`src/hw/vtp_defines.svh`:
```
// vtp_defines.svh: offsets, field positions, reset values and timing counts
// assumes: included by bare name from design files, definitions only
`ifndef VTP_DEFINES_SVH
`define VTP_DEFINES_SVH

// ----------------------------------------
// register byte addresses
// ----------------------------------------
// control, config and power-down sit at word indices; byte address is index times four
`define VTP_IDX_PWDN 10'h063
`define VTP_IDX_CTRL 10'h064
`define VTP_IDX_CFG 10'h065
`define VTP_ADDR_CTRL {`VTP_IDX_CTRL, 2'b00}
`define VTP_ADDR_CFG {`VTP_IDX_CFG, 2'b00}
`define VTP_ADDR_RED 12'h070
`define VTP_ADDR_GREEN 12'h074
`define VTP_ADDR_BLUE 12'h078
`define VTP_ADDR_FRAMES 12'h07c
`define VTP_ADDR_STATUS 12'h080
`define VTP_ADDR_PWDN {`VTP_IDX_PWDN, 2'b00}

// ----------------------------------------
// fields and reset values
// ----------------------------------------
`define VTP_CTRL_RESET 8'h10
`define VTP_SEL_HI 7
`define VTP_SEL_LO 4
`define VTP_BIT_COMPLY 3
`define VTP_BIT_BARS 2
`define VTP_BIT_BANDREV 1
`define VTP_BIT_EN 0
`define VTP_BIT_INV 1
`define VTP_BIT_SCROLL 0
`define VTP_FRAMES_RESET 8'h01

// ----------------------------------------
// frame geometry and pixel rate
// ----------------------------------------
`define VTP_H_ACTIVE 11'd256
`define VTP_V_ACTIVE 11'd256
`define VTP_H_TOTAL 11'd264
`define VTP_V_TOTAL 11'd260
`define VTP_PIX_DIV 2'd1
`define VTP_FIFO_DEPTH 32
`define VTP_FIFO_WIDTH 26

`endif

```
`src/hw/vtp_pkg.sv`:
```
// vtp_pkg.sv: types shared by the test pattern control files
// assumes: nothing beyond the defines header
package vtp_pkg;
    // pattern class actually driven
    typedef enum logic [2:0]
    {
        VTP_OFF = 3'b000,
        VTP_SOLID = 3'b001,
        VTP_HRAMP = 3'b010,
        VTP_VRAMP = 3'b011,
        VTP_CUSTOM = 3'b100,
        VTP_BARS = 3'b101,
        VTP_COMPLY = 3'b110
    } vtp_mode_t;
endpackage : vtp_pkg

```
`src/hw/vtp_top.sv`:
```
// vtp_top.sv: test pattern control registers and pixel generator
// assumes: AHB-Lite single master, one 40 MHz clock, pixel sink with ready
//
// Design decisions made here: the address map and the AHB-Lite interface to the registers.
`timescale 1ns/100ps
`default_nettype none
`include "vtp_defines.svh"

module vtp_top (
    input wire logic clk,
    input wire logic arst_n,
    input wire logic hsel,
    input wire logic [11:0] haddr,
    input wire logic [1:0] htrans,
    input wire logic hwrite,
    input wire logic [2:0] hsize,
    input wire logic [31:0] hwdata,
    input wire logic hready,
    output logic [31:0] hrdata,
    output logic hreadyout,
    output logic hresp,
    output logic pix_valid,
    input wire logic pix_ready,
    output logic [23:0] pix_rgb,
    output logic pix_frame_start,
    output logic pix_line_start,
    output logic loop_through_driver_pwdn
);
    // ----------------------------------------
    // reset release
    // ----------------------------------------
    logic [1:0] rst_sync_q;
    logic rst_n;

    // async assert, two-flop synchronous release
    always_ff @(posedge clk or negedge arst_n)
    begin
        if (!arst_n)
        begin
            rst_sync_q <= 2'b00;
        end
        else
        begin
            rst_sync_q <= {rst_sync_q[0], 1'b1};
        end
    end
    assign rst_n = rst_sync_q[1];

    // ----------------------------------------
    // state
    // ----------------------------------------
    typedef struct packed {
        logic wr_pend;
        logic [11:0] wr_addr;
        logic [31:0] rdata;
        logic [7:0] ctrl;
        logic [7:0] cfg;
        logic [7:0] red;
        logic [7:0] green;
        logic [7:0] blue;
        logic [7:0] frames;
        logic pwdn;
        logic [10:0] hcnt;
        logic [10:0] vcnt;
        logic [7:0] frame_cnt;
        logic [3:0] scroll_sel;
        logic [1:0] div;
    } vtp_state_t;

    vtp_state_t s_q;
    vtp_state_t s_d;
    logic fifo_ready;
    logic gen_valid;
    logic [23:0] gen_rgb;
    logic pix_tick;
    logic [7:0] hlev;
    logic [7:0] vlev;
    logic [3:0] sel;
    logic [23:0] base;
    logic [23:0] ramp_tgt;
    logic [7:0] lev;
    logic [2:0] bar;
    logic [1:0] band;
    vtp_pkg::vtp_mode_t mode;

    // ----------------------------------------
    // pattern selection
    // ----------------------------------------
    // ramp levels: position scaled to 0..255 over active region
    // even ramp spread
    // product widened first, an 11-bit product would wrap past column 7
    assign hlev = 8'(({8'h00, s_q.hcnt} * 19'd256) / {8'h00, `VTP_H_ACTIVE});
    assign vlev = 8'(({8'h00, s_q.vcnt} * 19'd256) / {8'h00, `VTP_V_ACTIVE});
    assign bar = 3'((s_q.hcnt * 11'd8) / `VTP_H_ACTIVE);
    assign band = 2'((s_q.vcnt * 11'd4) / `VTP_V_ACTIVE);

    assign sel = s_q.cfg[`VTP_BIT_SCROLL] ? s_q.scroll_sel : s_q.ctrl[`VTP_SEL_HI:`VTP_SEL_LO];

    // class of pattern with fixed priority
    always_comb
    begin
        if (!s_q.ctrl[`VTP_BIT_EN])
        begin
            mode = vtp_pkg::VTP_OFF;
        end
        else if (s_q.ctrl[`VTP_BIT_COMPLY])
        begin
            mode = vtp_pkg::VTP_COMPLY;
        end
        else if (s_q.ctrl[`VTP_BIT_BARS])
        begin
            mode = vtp_pkg::VTP_BARS;
        end
        else if (sel >= 4'h1 && sel <= 4'h5)
        begin
            mode = vtp_pkg::VTP_SOLID;
        end
        else if (sel >= 4'h6 && sel <= 4'h9)
        begin
            mode = vtp_pkg::VTP_HRAMP;
        end
        else if (sel >= 4'ha && sel <= 4'hd)
        begin
            mode = vtp_pkg::VTP_VRAMP;
        end
        // custom colour, reserved codes output black
        else if (sel == 4'he)
        begin
            mode = vtp_pkg::VTP_CUSTOM;
        end
        else
        begin
            mode = vtp_pkg::VTP_OFF;
        end
    end

    // ramp target colour: white, red, green, blue by low code
    always_comb
    begin
        case (2'(sel - ((mode == vtp_pkg::VTP_HRAMP) ? 4'h6 : 4'ha)))
            2'd0: ramp_tgt = 24'hffffff;
            2'd1: ramp_tgt = 24'hff0000;
            2'd2: ramp_tgt = 24'h00ff00;
            default: ramp_tgt = 24'h0000ff;
        endcase
    end

    assign lev = (mode == vtp_pkg::VTP_HRAMP) ? hlev : vlev;

    // colour before inversion
    always_comb
    begin
        base = 24'h000000;
        case (mode)
            vtp_pkg::VTP_SOLID:
            begin
                case (sel)
                    4'h1: base = 24'hffffff;
                    4'h2: base = 24'h000000;
                    4'h3: base = 24'hff0000;
                    4'h4: base = 24'h00ff00;
                    default: base = 24'h0000ff;
                endcase
            end
            vtp_pkg::VTP_HRAMP, vtp_pkg::VTP_VRAMP: base = ramp_tgt & {3{lev}};
            vtp_pkg::VTP_CUSTOM: base = {s_q.red, s_q.green, s_q.blue};
            vtp_pkg::VTP_BARS:
            begin
                case (bar)
                    3'd0: base = 24'hffffff;
                    3'd1: base = 24'hffff00;
                    3'd2: base = 24'h00ffff;
                    3'd3: base = 24'h00ff00;
                    3'd4: base = 24'hff00ff;
                    3'd5: base = 24'hff0000;
                    3'd6: base = 24'h0000ff;
                    default: base = 24'h000000;
                endcase
            end
            vtp_pkg::VTP_COMPLY:
            begin
                // four bands top to bottom; band order swaps first and third band
                case ((s_q.ctrl[`VTP_BIT_BANDREV] && !band[0]) ? {~band[1], band[0]} : band)
                    2'd0: base = 24'hffff00;
                    2'd1: base = 24'h00ffff;
                    2'd2: base = 24'h0000ff;
                    default: base = 24'hff0000;
                endcase
            end
            default: base = 24'h000000;
        endcase
    end

    assign gen_rgb = (s_q.cfg[`VTP_BIT_INV] && mode != vtp_pkg::VTP_OFF) ? ~base : base;
    assign pix_tick = (s_q.div == `VTP_PIX_DIV);
    assign gen_valid = pix_tick && (s_q.hcnt < `VTP_H_ACTIVE) && (s_q.vcnt < `VTP_V_ACTIVE);

    // ----------------------------------------
    // next state: bus and raster
    // ----------------------------------------
    always_comb
    begin
        s_d = s_q;
        // write data phase follows the registered address phase
        if (s_q.wr_pend)
        begin
            if (s_q.wr_addr == `VTP_ADDR_CTRL) s_d.ctrl = hwdata[7:0];
            else if (s_q.wr_addr == `VTP_ADDR_CFG) s_d.cfg = {6'h00, hwdata[1:0]};
            else if (s_q.wr_addr == `VTP_ADDR_RED) s_d.red = hwdata[7:0];
            else if (s_q.wr_addr == `VTP_ADDR_GREEN) s_d.green = hwdata[7:0];
            else if (s_q.wr_addr == `VTP_ADDR_BLUE) s_d.blue = hwdata[7:0];
            else if (s_q.wr_addr == `VTP_ADDR_FRAMES) s_d.frames = hwdata[7:0];
            else if (s_q.wr_addr == `VTP_ADDR_PWDN) s_d.pwdn = hwdata[0];
        end
        s_d.wr_pend = hsel && hready && htrans[1] && hwrite;
        s_d.wr_addr = haddr;
        if (hsel && hready && htrans[1] && !hwrite)
        begin
            // forward a write landing this cycle so a pipelined read sees it
            if (haddr == `VTP_ADDR_CTRL) s_d.rdata = {24'h0, s_d.ctrl};
            else if (haddr == `VTP_ADDR_CFG) s_d.rdata = {24'h0, s_d.cfg};
            else if (haddr == `VTP_ADDR_RED) s_d.rdata = {24'h0, s_d.red};
            else if (haddr == `VTP_ADDR_GREEN) s_d.rdata = {24'h0, s_d.green};
            else if (haddr == `VTP_ADDR_BLUE) s_d.rdata = {24'h0, s_d.blue};
            else if (haddr == `VTP_ADDR_FRAMES) s_d.rdata = {24'h0, s_d.frames};
            else if (haddr == `VTP_ADDR_STATUS)
                s_d.rdata = {16'h0000, fifo_ready, mode, s_q.scroll_sel, s_q.frame_cnt};
            else if (haddr == `VTP_ADDR_PWDN) s_d.rdata = {31'h0, s_d.pwdn};
            else s_d.rdata = 32'h0;
        end
        // raster advances only when the fifo can take the pixel
        if (!s_q.ctrl[`VTP_BIT_EN])
        begin
            s_d.hcnt = '0;
            s_d.vcnt = '0;
            s_d.div = '0;
            s_d.frame_cnt = '0;
            s_d.scroll_sel = 4'h1;
        end
        else if (!pix_tick)
        begin
            s_d.div = 2'(s_q.div + 2'd1);
        end
        else if (fifo_ready)
        begin
            s_d.div = '0;
            s_d.hcnt = 11'(s_q.hcnt + 11'd1);
            if (s_q.hcnt == `VTP_H_TOTAL - 11'd1)
            begin
                s_d.hcnt = '0;
                s_d.vcnt = 11'(s_q.vcnt + 11'd1);
                if (s_q.vcnt == `VTP_V_TOTAL - 11'd1)
                begin
                    s_d.vcnt = '0;
                    s_d.frame_cnt = 8'(s_q.frame_cnt + 8'd1);
                    if (s_q.cfg[`VTP_BIT_SCROLL] && s_d.frame_cnt >= s_q.frames)
                    begin
                        s_d.frame_cnt = '0;
                        s_d.scroll_sel = (s_q.scroll_sel == 4'he) ? 4'h1 : 4'(s_q.scroll_sel + 4'h1);
                    end
                end
            end
        end
    end

    // state register, control reset values
    always_ff @(posedge clk)
    begin
        if (!rst_n)
        begin
            s_q <= '0;
            s_q.ctrl <= `VTP_CTRL_RESET;
            s_q.frames <= `VTP_FRAMES_RESET;
            s_q.scroll_sel <= 4'h1;
        end
        else
        begin
            s_q <= s_d;
        end
    end

    assign hrdata = s_q.rdata;
    assign hreadyout = 1'b1;
    assign hresp = 1'b0;
    assign loop_through_driver_pwdn = s_q.pwdn;

    // ----------------------------------------
    // output buffer
    // ----------------------------------------
    // fifo decouples the raster from a stalling display sink
    vtp_fifo #(
        .WIDTH(`VTP_FIFO_WIDTH),
        .DEPTH(`VTP_FIFO_DEPTH)
    ) u_fifo (
        .clk(clk),
        .rst_n(rst_n),
        .in_valid(gen_valid),
        .in_ready(fifo_ready),
        .in_data({s_q.hcnt == 11'd0 && s_q.vcnt == 11'd0, s_q.hcnt == 11'd0, gen_rgb}),
        .out_valid(pix_valid),
        .out_ready(pix_ready),
        .out_data({pix_frame_start, pix_line_start, pix_rgb})
    );

    // ----------------------------------------
    // checks
    // ----------------------------------------
    // disabled generator idles raster
    a_disabled_idle: assert property (@(posedge clk) disable iff (!rst_n)
        !s_q.ctrl[0] |=> s_q.hcnt == 11'd0 && !gen_valid) else $error("raster ran while disabled");
    a_comply_prio: assert property (@(posedge clk) disable iff (!rst_n)
        s_q.ctrl[0] && s_q.ctrl[3] |-> mode == vtp_pkg::VTP_COMPLY) else $error("compliance lost");
    a_bars_prio: assert property (@(posedge clk) disable iff (!rst_n)
        s_q.ctrl[0] && !s_q.ctrl[3] && s_q.ctrl[2] |-> mode == vtp_pkg::VTP_BARS)
        else $error("bars not chosen");
    a_solid_white: assert property (@(posedge clk) disable iff (!rst_n)
        mode == vtp_pkg::VTP_SOLID && sel == 4'h1 && !s_q.cfg[1] |-> gen_rgb == 24'hffffff)
        else $error("white wrong");
    a_invert_pair: assert property (@(posedge clk) disable iff (!rst_n)
        mode == vtp_pkg::VTP_SOLID && sel == 4'h3 && s_q.cfg[1] |-> gen_rgb == 24'h00ffff)
        else $error("cyan wrong");
    a_hramp_start: assert property (@(posedge clk) disable iff (!rst_n)
        mode == vtp_pkg::VTP_HRAMP && s_q.hcnt == 11'd0 && !s_q.cfg[1] |-> gen_rgb == 24'h0)
        else $error("ramp not black");
    a_scroll_sel: assert property (@(posedge clk) disable iff (!rst_n)
        s_q.cfg[0] |-> sel == s_q.scroll_sel) else $error("field used in scroll");
    a_custom_rgb: assert property (@(posedge clk) disable iff (!rst_n)
        mode == vtp_pkg::VTP_CUSTOM && !s_q.cfg[1] |-> gen_rgb == {s_q.red, s_q.green, s_q.blue})
        else $error("custom wrong");
    c_bars: cover property (@(posedge clk) disable iff (!rst_n) mode == vtp_pkg::VTP_BARS && gen_valid);
    c_scroll: cover property (@(posedge clk) disable iff (!rst_n) $changed(s_q.scroll_sel));
    c_stall: cover property (@(posedge clk) disable iff (!rst_n) !fifo_ready);
endmodule : vtp_top
`default_nettype wire

```
`src/hw/vtp_fifo.sv`:
```
// vtp_fifo.sv: synchronous fifo for generated pixels
// assumes: single clock, synchronous active-low reset from the top
`timescale 1ns/100ps
`default_nettype none
module vtp_fifo #(
    parameter int WIDTH = 26,
    parameter int DEPTH = 32
) (
    input wire logic clk,
    input wire logic rst_n,
    input wire logic in_valid,
    output logic in_ready,
    input wire logic [WIDTH-1:0] in_data,
    output logic out_valid,
    input wire logic out_ready,
    output logic [WIDTH-1:0] out_data
);
    localparam int AW = $clog2(DEPTH);
    logic [WIDTH-1:0] mem_q [DEPTH];
    logic [AW:0] wr_q;
    logic [AW:0] rd_q;
    logic push;
    logic pop;

    // full when pointers differ only in wrap bit
    assign in_ready = !((wr_q[AW] != rd_q[AW]) && (wr_q[AW-1:0] == rd_q[AW-1:0]));
    assign out_valid = (wr_q != rd_q);
    assign push = in_valid && in_ready;
    assign pop = out_valid && out_ready;
    assign out_data = mem_q[rd_q[AW-1:0]];

    // pointers
    always_ff @(posedge clk)
    begin
        if (!rst_n)
        begin
            wr_q <= '0;
            rd_q <= '0;
        end
        else
        begin
            if (push)
            begin
                wr_q <= wr_q + 1'b1;
            end
            if (pop)
            begin
                rd_q <= rd_q + 1'b1;
            end
        end
    end

    // storage, no reset needed
    always_ff @(posedge clk)
    begin
        if (push)
        begin
            mem_q[wr_q[AW-1:0]] <= in_data;
        end
    end
endmodule : vtp_fifo
`default_nettype wire

```
`config.mk`:
```
export PLATFORM = sky130hd
export DESIGN_NAME = vtp_top
export DESIGN_NICKNAME = d
export VERILOG_FILES = /design/src/hw/vtp_pkg.sv /design/src/hw/vtp_top.sv /design/src/hw/vtp_fifo.sv
export VERILOG_INCLUDE_DIRS = /design/src /design/src/hw
export SDC_FILE = /design/constraint.sdc
export NUM_CORES = 1
export LEC_CHECK = 0
export BUFFER_PORTS_ARGS = -buffer_cell sky130_fd_sc_hd__buf_4
export CAP_MARGIN = 0
export CORE_UTILIZATION = 30
export CTS_CLUSTER_DIAMETER = 80
export DETAILED_ROUTE_END_ITERATION = 16
export HOLD_SLACK_MARGIN = 0.02
export SLEW_MARGIN = 10
export SYNTH_ARGS = -nofsm -noshare
export SYNTH_HDL_FRONTEND = slang
export SYNTH_SLANG_ARGS = --single-unit
```
`constraint.sdc`:
```
create_clock -name clk -period 4 [get_ports clk]
set_input_delay 0.4 -clock clk [delete_from_list [all_inputs] [get_ports clk]]
set_output_delay 0.4 -clock clk [all_outputs]
set_load 0.05 [all_outputs]
```
Word level (Yosys, flattened, before mapping) --
Memory sizes are Yosys's and may differ from the RTL's. A register that Yosys moved wholly into a read port is not among the register bits. Index checks and enable logic that the tools add are counted.
Storage, ports and cells: register bits 144, memory bits (writable) 832, memories 1, output and inout port bits 62, input port bits 55
Cells by class: $add $sub $neg 8, order comparisons 9, equality and inequality tests 44, multiplexer cells 48, reduce and logical (&&, ||, !) cells 31, bitwise logic cells 4
Memories:
- u_fifo.mem_q | words 32, width 26, read ports 1, clocked after memory_dff 1, wr ports 1, RTL line vtp_fifo.sv:19 | logic [WIDTH-1:0] mem_q [DEPTH];
Operator list (count):
- $pmux 24 s7 | 1
- $pmux 24 s3 | 2
- $pmux 24 s5 | 1
- $mux 16 | 7
- $eq 12x7->1 const B | 8
- $pmux 24 s4 | 1
- $eq 12x9->1 const B | 6
- $mux 8 | 7
- $mux 49 | 1
- $mux 41 | 1
- $mux 34 | 1
- $mux 33 | 1
- $mux 25 | 1
- $and 24x24->24 | 1
- $mux 24 | 1
- $not 24->24 | 1
- $mux 23 | 1
- $add 11x1->11 const B | 2
- $eq 11x9->1 const B | 2
- $logic_not 11->1 | 2
- $lt 11x9->1 const B | 2
- $mux 3 | 7
- $eq 3x3->1 const B | 6
- $mux 17 | 1
- 41 further kinds | 80

Longest topological paths before layout --
Gate-level depths: netlist (run 1).
depth after elaboration 17, depth in mapped cells 13

Modules after synthesis --
A second synthesis (run 1) with hierarchy kept.
Unflattened totals: cell total of the unflattened synthesis 2699, area total of the unflattened synthesis 39820.7 um2
Modules (own cells, without submodules):
- vtp_fifo | cells an instance 1908, area each 33106.8 um2, times used 1
- vtp_top | cells an instance 791, area each 6713.9 um2, times used 1

Worst setup path before layout (run 1) --
No wires, ideal clock.
path kind flip-flop to flip-flop, from register s_q[69] (netlist bit), to memory u_fifo.mem_q[0][22] (data pin), path buffers 2, arrival time 3.766 ns, library setup time 0.385 ns, path slack -0.151 ns, stages on the path, launching flop included 13, cell sequence dfxtp_1 -> buf_4 -> mux2i_1 -> inv_1 -> ha_1 -> buf_1 -> or2_2 -> o41ai_1 -> and2_1 -> nand3b_1 -> o221ai_1 -> a221oi_1 -> mux2i_1
Between the ends: longest elaborated chain between the ends 15
Ends and longest elaborated chain:
- from (decl) | RTL line vtp_top.sv:70 | vtp_state_t s_q;
- $mux 4 * | RTL line vtp_top.sv:97 | assign sel = s_q.cfg[`VTP_BIT_SCROLL] ? s_q.scroll_sel : s_q.ctrl[`VTP_SEL_HI:`VTP_SEL_LO];
- $ge 4x4->1 (tied with other cells) | RTL line vtp_top.sv:122 | else if (sel >= 4'ha && sel <= 4'hd)
- $logic_and 1x1->1 or $mux 3 (tied branches) | RTL line vtp_top.sv:122, vtp_top.sv:127
- $mux 3 | RTL line vtp_top.sv:122
- $mux 3 | RTL line vtp_top.sv:118 | else if (sel >= 4'h6 && sel <= 4'h9)
- $mux 3 | RTL line vtp_top.sv:114 | else if (sel >= 4'h1 && sel <= 4'h5)
- $mux 3 | RTL line vtp_top.sv:110 | else if (s_q.ctrl[`VTP_BIT_BARS])
- $mux 3 | RTL line vtp_top.sv:106 | else if (s_q.ctrl[`VTP_BIT_COMPLY])
- $mux 3 | RTL line vtp_top.sv:102 | if (!s_q.ctrl[`VTP_BIT_EN])
- $eq 3x2->1 | RTL line vtp_top.sv:148, vtp_top.sv:154
- $mux 8 | RTL line vtp_top.sv:148 | assign lev = (mode == vtp_pkg::VTP_HRAMP) ? hlev : vlev;
- $and 24x24->24 | RTL line vtp_top.sv:165 | vtp_pkg::VTP_HRAMP, vtp_pkg::VTP_VRAMP: base = ramp_tgt & {3{lev}};
- $pmux 24 s5 | RTL line vtp_top.sv:154 | case (mode)
- $not 24->24 | RTL line vtp_top.sv:194 | assign gen_rgb = (s_q.cfg[`VTP_BIT_INV] && mode != vtp_pkg::VTP_OFF) ? ~base : base;
- $mux 24 * | RTL line vtp_top.sv:194
- via gen_rgb[22] | RTL line vtp_top.sv:74 | logic [23:0] gen_rgb;
- to (decl) | RTL line vtp_fifo.sv:19
The timed path passes the listed nets; every way through them passes the cells marked *.

==> results of run 1 <==
[kinds of logic after synthesis]
| group | after synthesis |
|---|---|
| other | 2 |
| adders and majority gates | 26 |
| muxes | 363 |
| buffers and inverters | 158 |
| DFF | 965 |
| and+or+nand+nor | 372 |
| xor gates and xnor gates | 42 |
| AOI/OAI and AO/OA | 158 |
[what timing repair did]
action | 4_1_cts | 5_1_grt
cloned | 0 | 3
pin swaps | 0 | 1
endpoints found under the setup margin | 96 | 737
setup buffers | 0 | 4
endpoints found under the hold margin | 15 | 0
hold buffers | 14 | 0
gates resized for setup | 3 | 12
[Yosys cell counts (6+ instances only)]
library cell / count
or3_1: 9
and3_1: 16
a21boi_0: 9
edfxtp_1: 832
o221ai_1: 6
o21a_1: 6
mux2_2: 29
a21oi_1: 33
nand2_1: 63
buf_1: 22
ha_1: 26
buf_2: 8
nand4_1: 19
nand3b_1: 7
nor2b_1: 44
xnor2_1: 15
mux2i_1: 73
dfxtp_1: 131
nor2_1: 101
clkbuf_1: 65
buf_4: 35
nand3_1: 27
a211oi_1: 22
xor2_1: 27
a221oi_1: 6
inv_1: 27
nor3_1: 12
and2_1: 28
mux4_2: 260
o21ai_0: 26
[worst register-to-register path: cells and delay by family, from the launching register on]
family                 cells  cell delay (ns)
buffers and inverters      4             0.94
DFF                        1             0.44
and+or+nand+nor            1             0.07
AOI/OAI and AO/OA          2             0.84
muxes                      3             1.24
[layout make-up]
class                      count  share of cell area
antenna                        1           0.0000541
clock buffer                 121              0.0545
clock inverter                51              0.0106
inverter                      27             0.00219
multi-input combinational    983               0.244
sequential                   965               0.599
tap                         1742              0.0472
timing repair buffer         200              0.0428
[routing by layer]
layer / wire length [um] / global-route usage
met1: 41800 / 0.196
met2: 47900 / 0.242
met3: 5370 / 0.0222
met4: 1970 / 0.0340
met5: 0 / 0
[how the worst max path moves through the flow]
| stage | start | to |
|---|---|---|
| 2_1_floorplan | s_q[69] | u_fifo.mem_q[0][10] |
| 6_report | flip-flop | pix_rgb[15] |
| 3_5_place_dp | s_q[69] | u_fifo.mem_q[21][3] |
| 4_1_cts | s_q[69] | u_fifo.mem_q[29][2] |
| 3_3_place_gp | s_q[69] | u_fifo.mem_q[16][3] |
| 5_1_grt | s_q[69] | u_fifo.mem_q[15][3] |
[state kept, by name, summed over array words and instances (netlist names), named ones only]
| name | cells |
|---|---|
| u_fifo.wr_q | 6 |
| s_q | 97 |
| rst_sync_q | 2 |
| u_fifo.mem_q | 832 |
| loop_through_driver_pwdn | 1 |
| u_fifo.rd_q | 6 |
| hrdata | 16 |
[power breakdown]
| part | internal, mW | total, mW | leakage [nW] | switching [mW] |
|---|---|---|---|---|
| Combinational | 0.0448 | 0.132 | 3.66 | 0.0873 |
| Sequential | 10.8 | 10.8 | 6.84 | 0.00697 |
| Clock | 4.87 | 8.66 | 1.46 | 3.79 |
==> metrics.cfg, run 1 <==
[finish]
final_cell_area_um2=46200
multi_input_area_um2=11300
mostFrequentLayoutCell=edfxtp_1
final_cell_mix=edfxtp_1 (832), mux4_2 (260), buf_4 (150)
layout.cells.non_filler=4090
synthToLayoutAreaGrowth_pct=18.2
final_util=0.357
fill_cells=12000
nets=2354
seqCellArea_um2=27700
drive_above_1_share=0.298

[logic_synthesis]
ys_types=78
synth_top_area_cell=edfxtp_1
synth_adder_area_share=0.00832
synth.area.top_cells=edfxtp_1 (64%), mux4_2 (15%), dfxtp_1 (6.7%)
synth_ff_type=edfxtp_1
synth-edff-count=832
synthArstFlopShare=0.00207
synth_seq_cells=965
yosys.area_share.simple=0.0505
synth_compound_area_frac=0.0283
avgSynthCellArea_um2=18.7
ys_seq_area_frac=0.707
synth_warnings=0
synth-xor-area-share=0.00941
syn_area_um2=39100
synth_top_family_by_area=multiplexers
yosysTopAreaCellShare=0.639
synth_cells=2086
synth_mux_area_frac=0.177

[sta]
fin_crit_ns=3.82
rsz0062_at_grt=no
worstMarginPinSlew_ns=1.08
hold_ws_ns=0.0752
max_freq_mhz=262
setup_viol=0
slew_headroom=0.281
fin_skew_ns=0.0609
fin_setup_tns_ns=0
drv_slew=0
finalHoldViolCount=0
setup_ws_ns=0.182
post-route-period-util=0.954

[floorplan]
coreArea_um2=129000
die_area_um2=132000
start_util=0.302
num_rows=132
die_y_um=363
io_pins=117
die_w_um=363

[critical_path]
r2r_start=s_q[69]
max_stage_delay_ns=0.60
startpoint_type=flip-flop
cp_max_fo=24
cp.depth=5
critPathBufInv=2
crit_chain=buf_4 -> mux4_2 -> mux4_2 -> mux2_2 -> buf_4
r2r_cells=10
cp-end-kind=output pin
timing.rr.end=u_fifo.mem_q[24][15]
criticalPathCategory=flip-flop to output pin
r2r_slack_ns=0.25
slowest_stage=dfxtp_4
worstPathRequired_ns=3.60
arrival_ns=3.42
crit_family=multiplexers

[power_and_ir_drop]
leakage_nw=12.0
ir_worst_vdd_v=0.000307
finalPower_mw=19.6
powerDensity_nw_per_um2=423

[global_routing]
grt_max_degree=85
grt_pass1_vias=21000
track_usage=0.144
antenna_found_initial=2
grt_pass1_wl_um=140000
gr-total-overflow=0

[placed_design]
place_area_um2=42900
place_ws_ns=-0.282
gp_congestion=0.850
io_buffers=70
dp.final_hpwl_um=58300
dpl.cell_count=3896

[cts]
max-clock-path-buffers=3
cts_buffers=96
htreeDepth=3
cts.root.buffer_cell=clkbuf_16
cts_num_sinks=965
clkSlewWorstSetupHoldPaths_ns=0.06
clock_latency_ns=0.67
cts_tree=done

[run]
drv_cap=0

[detailed_routing]
drc=0
vias=20400
vias_per_cell=4.99
drtAntennaViolNets=0
first_iter_violations=1982
drt_wl_total_um=97100
wl_per_cell_um=23.7
firstDrtPassIters=5

[status]
status=complete, no violations

[worst_hold_path]
hold_class=primary input to asynchronous set/reset pin

Power figures use the tool's default switching activity.
==> run 2: changes to the inputs <==
CORE_UTILIZATION = 50   (was 30)
PLACE_DENSITY = 0.69   (was unset)
==> run 2 against run 1 <==
  * First-iteration DRC count rose by 12%
  * Non-clock buffer count is 14 lower
  * Design area decreased by 2.3%
  * Worst setup slack better by 0.076 ns
  * Critical path type unchanged
  * Highest routed layer unchanged
  * Count of clock-buffer cells in the layout is 9 lower
==> metrics.cfg, run 2 (same netlist as run 1, synthesis figures left out) <==
[status]
status=complete, no violations  ; unchanged

[critical_path]
startpoint_type=flip-flop  ; unchanged
r2r_start=s_q[69]  ; unchanged
timing.rr.end=u_fifo.mem_q[17][15]  ; was u_fifo.mem_q[24][15]
r2r_cells=11  ; was 10
cp_max_fo=60  ; was 24
r2r_slack_ns=0.27  ; was 0.25 ns
arrival_ns=3.34  ; was 3.42 ns
worstPathRequired_ns=3.60  ; about the same
cp-end-kind=output pin  ; unchanged
critPathCapture=pix_rgb[0]  ; was pix_rgb[15]
criticalPathCategory=flip-flop to output pin  ; unchanged

[worst_hold_path]
hold_class=primary input to flip-flop  ; was primary input to asynchronous set/reset pin
worstHoldPathCells=3

[finish]
synthToLayoutAreaGrowth_pct=15.5  ; was 18.2%
n_antenna_cell=0  ; was 1
nets=2336  ; was 2354
largest_reg_flops=832  ; unchanged
mostFrequentLayoutCell=edfxtp_1  ; unchanged
drive_above_1_share=0.294  ; was 0.298
final_cell_mix=edfxtp_1 (832), mux4_2 (260), buf_4 (146)  ; was edfxtp_1 (832), mux4_2 (260), buf_4 (150)

[global_routing]
grt_pass1_wl_um=136000  ; was 140000 um
track_usage=0.239  ; was 0.144
grt_pass1_vias=20600  ; was 21000
antenna_found_initial=0  ; was 2
grt_max_degree=125  ; was 85
gr-total-overflow=0  ; unchanged

[run]
drv_cap=0  ; unchanged

[sta]
post-route-period-util=0.936  ; was 0.954
slew_headroom=0.231  ; was 0.281
fin_crit_ns=3.74  ; was 3.82 ns
worstMarginPinSlew_ns=1.15  ; was 1.08 ns
hold_ws_ns=0.0592  ; was 0.0752 ns
max_freq_mhz=267  ; was 262 MHz
finalHoldViolCount=0  ; unchanged
drv_slew=0  ; unchanged
rsz0062_at_grt=no  ; unchanged
fin_skew_ns=0.0479  ; was 0.0609 ns
setup_ws_ns=0.258  ; was 0.182 ns
setup_viol=0  ; unchanged

[floorplan]
num_rows=102  ; was 132
coreArea_um2=77500  ; was 129000 um^2
start_util=0.505  ; was 0.302
die_area_um2=79300  ; was 132000 um^2
die_y_um=282  ; was 363 um
io_pins=117  ; unchanged
die_w_um=282  ; was 363 um

[cts]
clkSlewWorstSetupHoldPaths_ns=0.06  ; about the same
htreeDepth=3  ; unchanged
cts_buffers=95  ; was 96
cts.root.buffer_cell=clkbuf_16  ; unchanged
clock_latency_ns=0.67  ; about the same
cts_num_sinks=965  ; unchanged
cts_tree=done  ; unchanged
max-clock-path-buffers=3  ; unchanged
postCtsSetupRepairBufs=0  ; unchanged

[placed_design]
place_ws_ns=0.127  ; was -0.282 ns
dp.final_hpwl_um=52800  ; was 58300 um
gp_congestion=0.887  ; was 0.850
io_buffers=70  ; unchanged

[power_and_ir_drop]
leakage_nw=11.9  ; was 12.0 nW
powerDensity_nw_per_um2=442  ; was 423 nW/um^2
ir_worst_vdd_v=0.000355  ; was 0.000307 V

[detailed_routing]
vias_per_cell=6.11  ; was 4.99
first_iter_violations=2222  ; was 1982
drc=0  ; unchanged
drtAntennaViolNets=0  ; unchanged
vias=20600  ; was 20400
drt_wl_total_um=92200  ; was 97100 um
wl_per_cell_um=27.3  ; was 23.7 um
firstDrtPassIters=7  ; was 5

==> run 2: worst min-delay path by stage <==
stage | to | from
floorplan | rst_sync_q[0] | arst_n
global placement | rst_sync_q[0] | arst_n
detailed placement | rst_sync_q[0] | arst_n
CTS | s_q[129] | hready
global route | s_q[129] | hready
finish | s_q[129] | hready
==> run 2: repair_timing <==
item,in CTS,in global routing
endpoints found under the hold margin,16,0
setup endpoints to repair,0,96
hold buffers,16,0
gates resized for setup,0,1
==> run 2: power breakdown <==
part	internal [mW]	total (mW)	switching, mW
Combinational	0.0460	0.132	0.0861
Clock	5.26	9.03	3.77
Sequential	10.8	10.8	0.00711
==> run 2: final cells by class <==
type	instances	area, um^2
sequential	965	27700
clock inverter	63	693
timing repair buffer	186	1740
clock buffer	112	2490
fill	5567	32300
tap	1040	1300
inverter	27	101
multi-input combinational	980	11100
==> run 2: worst max-delay path, cell delays in order (launching register included) <==
cell and delay, ns:
dfxtp_4 0.54, buf_12 0.44, mux4_2 0.60, mux4_2 0.49, mux2_2 0.35, buf_4 0.22
==> run 2: metrics by stage <==
step | std cells | power (mW) | cell area (um^2) | utilization | setup TNS (ns)
final | 3373 | 19.9 | 45100 | 0.583 | 0
after global placement | 3182 | 11.1 | 41800 | 0.539 | 0
after floorplan | 2103 | 11.1 | 39200 | - | -21.20
after global routing | 3373 | 20.5 | 45100 | 0.583 | 0
after detailed placement | 3182 | 11.1 | 41800 | 0.539 | 0
after CTS | 3373 | 20.1 | 45100 | 0.583 | 0
==> run 2: metal layers <==
layer | track usage | part of all wire
met2 | 0.401 | 0.50
met3 | 0.0328 | 0.061
met5 | 0 | 0
met4 | 0.0707 | 0.027
met1 | 0.326 | 0.41
==> run 3: changes to the inputs <==
ABC_AREA = 1   (was unset)
SETUP_SLACK_MARGIN = 0.2   (was unset)
==> run 3 against run 2 <==
  * Die area rose by 4.7%
  * Critical endpoint is now pix_rgb[4]
  * Flip-flop and latch count is the same
  * Largest cell class unchanged
  * Sequential power about the same
  * First-iteration DRC count grew 49%
  * Register-to-register slack better by 0.27 ns
  * Clock power down 3.0%
  * Clock skew shrank 0.024 ns
  * Non-clock buffer count grew 17
  * Fmax rose by 0.45%
==> metrics.cfg, run 3 <==
[status]
status=complete, no violations  ; unchanged

[sta]
worstMarginPinSlew_ns=1.05  ; was 1.15 ns
setup_viol=0  ; unchanged
rsz0062_at_grt=yes  ; was no
fin_setup_tns_ns=0  ; unchanged
fin_skew_ns=0.0239  ; was 0.0479 ns
drv_slew=0  ; unchanged
post-route-period-util=0.931  ; was 0.936
max_freq_mhz=268  ; was 267 MHz
fin_crit_ns=3.73  ; was 3.74 ns
finalHoldViolCount=0  ; unchanged
hold_ws_ns=0.0471  ; was 0.0592 ns
slew_headroom=0.300  ; was 0.231

[placed_design]
gp_congestion=0.892  ; was 0.887
dpl.cell_count=4719  ; was 3182
dp.final_hpwl_um=61500  ; was 52800 um
io_buffers=70  ; unchanged

[logic_synthesis]
synth_warnings=0  ; unchanged
synth.area.top_cells=edfxtp_1 (61%), dfxtp_1 (6.4%), o21ai_0 (6.3%)  ; was edfxtp_1 (64%), mux4_2 (15%), dfxtp_1 (6.7%)
synth_cells=3716  ; was 2086
synth.top_cells.by_count=edfxtp_1 (832), nor2_1 (633), o21ai_0 (514), nand2_1 (460), clkbuf_1 (178)  ; was edfxtp_1 (832), mux4_2 (260), dfxtp_1 (131), nor2_1 (101), mux2i_1 (73)
ys_types=46  ; was 78
synth_top_area_cell=edfxtp_1  ; unchanged
synthArstFlopShare=0.00207  ; unchanged
syn_area_um2=41000  ; was 39100 um^2
synth_seq_cells=965  ; unchanged
ys_seq_area_frac=0.675  ; was 0.707
synth_ff_type=edfxtp_1  ; unchanged
synth.most_common_cell=edfxtp_1  ; unchanged
avgSynthCellArea_um2=11.0  ; was 18.7 um^2
synth-edff-count=832  ; unchanged
yosysTopAreaCellShare=0.610  ; was 0.639

[critical_path]
slowest_stage=dfxtp_4  ; was mux4_2
crit_family=compound AO/OA/AOI/OAI gates  ; was multiplexers
cp_max_fo=53  ; was 60
timing.rr.end=u_fifo.mem_q[16][13]  ; was u_fifo.mem_q[17][15]
critPathBufInv=2  ; unchanged
cp-end-kind=output pin  ; unchanged
arrival_ns=3.33  ; was 3.34 ns
worstPathRequired_ns=3.60  ; about the same
r2r_start=u_fifo.wr_q[3]  ; was s_q[69]
crit_chain=buf_4 -> o21ai_0 -> o22ai_1 -> nor2_1 -> nor2_1 -> o21ai_0 -> a32oi_1 -> buf_4  ; was buf_12 -> mux4_2 -> mux4_2 -> mux2_2 -> buf_4
startpoint_type=flip-flop  ; unchanged
r2r_cells=11  ; unchanged
max_stage_delay_ns=0.65  ; was 0.60 ns
r2r_slack_ns=0.54  ; was 0.27 ns
criticalPathCategory=flip-flop to output pin  ; unchanged

[detailed_routing]
wl_per_cell_um=22.7  ; was 27.3 um
wl_met1_um=45100  ; was 37600 um
first_iter_violations=3307  ; was 2222
vias=29500  ; was 20600
wl_met2_um=53900  ; was 46400 um
drt_wl_total_um=112000  ; was 92200 um
drc=0  ; unchanged
drtAntennaViolNets=0  ; unchanged
firstDrtPassIters=14  ; was 7
vias_per_cell=5.99  ; was 6.11
wl_met3_um=9750  ; was 5670 um
top_layer=met4  ; unchanged

[power_and_ir_drop]
ir_worst_vdd_v=0.000312  ; was 0.000355 V
powerDensity_nw_per_um2=424  ; was 442 nW/um^2
leakage_nw=17.7  ; was 11.9 nW

[finish]
layout.cells.non_filler=4925  ; was 3373
largest_reg_flops=832  ; unchanged
mostFrequentLayoutCell=edfxtp_1  ; unchanged
n_antenna_cell=0  ; unchanged
final_util=0.576  ; was 0.583
final_cell_mix=edfxtp_1 (832), nor2_1 (604), o21ai_0 (513)  ; was edfxtp_1 (832), mux4_2 (260), buf_4 (146)
synthToLayoutAreaGrowth_pct=13.7  ; was 15.5%
drive_above_1_share=0.106  ; was 0.294
nets=3862  ; was 2336

[cts]
cts_buffers=99  ; was 95
cts_tree=done  ; unchanged
cts.root.buffer_cell=clkbuf_16  ; unchanged
clkSlewWorstSetupHoldPaths_ns=0.06  ; about the same
max-clock-path-buffers=3  ; unchanged
cts_num_sinks=965  ; unchanged
htreeDepth=3  ; unchanged
clock_latency_ns=0.66  ; was 0.67 ns

[global_routing]
gr-total-overflow=0  ; unchanged
antenna_found_initial=0  ; unchanged
grt_pass1_wl_um=167000  ; was 136000 um
track_usage=0.269  ; was 0.239
grt_max_degree=165  ; was 125
grt_pass1_vias=27400  ; was 20600

[run]
drv_cap=0  ; unchanged

[floorplan]
die_y_um=288  ; was 282 um
die_area_um2=83100  ; was 79300 um^2
start_util=0.507  ; was 0.505
coreArea_um2=80800  ; was 77500 um^2
die_w_um=288  ; was 282 um
io_pins=117  ; unchanged
num_rows=104  ; was 102

[worst_hold_path]
hold_class=primary input to asynchronous set/reset pin  ; was primary input to flip-flop

run 3: kinds of logic after synthesis:
logic type	after synthesis	synth area share
other	2	0.000183
flip-flops	965	0.675
AO/OA/AOI/OAI	872	0.126
buffers and inverters	435	0.0456
adder cells (fa/ha/maj)	26	0.00794
AND/OR/NAND/NOR	1399	0.142
XOR/XNOR	17	0.00364
run 3: per-stage QoR:
stage	total power, mW	setup slack, ns	instance area, um^2
after global placement	11.2	0.452	43200
after CTS	19.8	0.281	46500
after detailed placement	11.2	0.379	43200
final	19.7	0.274	46600
after global routing	20.2	0.110	46600
after floorplan	11.1	0.410	41000
run 3: worst max path at each step:
stage / slack (ns) / start / cells past startpoint / to
detailed placement: 0.38 / s_q[69] / 17 / u_fifo.mem_q[13][5]
finish: 0.27 / flip-flop / 8 / pix_rgb[4]
global route: 0.11 / flip-flop / 8 / pix_rgb[18]
CTS: 0.28 / flip-flop / 8 / pix_rgb[10]
global placement: 0.45 / s_q[69] / 17 / u_fifo.mem_q[15][5]
floorplan: 0.41 / u_fifo.wr_q[2] / 10 / u_fifo.mem_q[23][0]
run 3: what timing repair did:
item / 4_1_cts / 5_1_grt
resized for setup: 3 / 5
setup endpoints to repair: 7 / 776
setup buffers: 2 / 4
endpoints found under the hold margin: 15 / 0
pin swaps: 0 / 1
hold buffers: 15 / 0
run 3: power breakdown:
part	leakage [nW]	switching, mW	internal [mW]
Combinational	6.12	0.125	0.0489
Clock	1.50	3.81	4.95
Sequential	10.0	0.00683	10.8
run 3: routing by layer:
metal	track usage	up-vias
li1	-	13500
met1	0.371	14400
met2	0.441	1404
met3	0.0365	231
met4	0.0915	0
met5	0	-
run 3: layout make-up:
type,count,area (um^2)
Fill cell,6558,34200
Sequential cell,965,27700
Multi-Input combinational cell,2333,11800
Clock buffer,130,2670
Timing Repair Buffer,203,2050
Tap cell,1060,1330
Inverter,179,701
Clock inverter,55,394
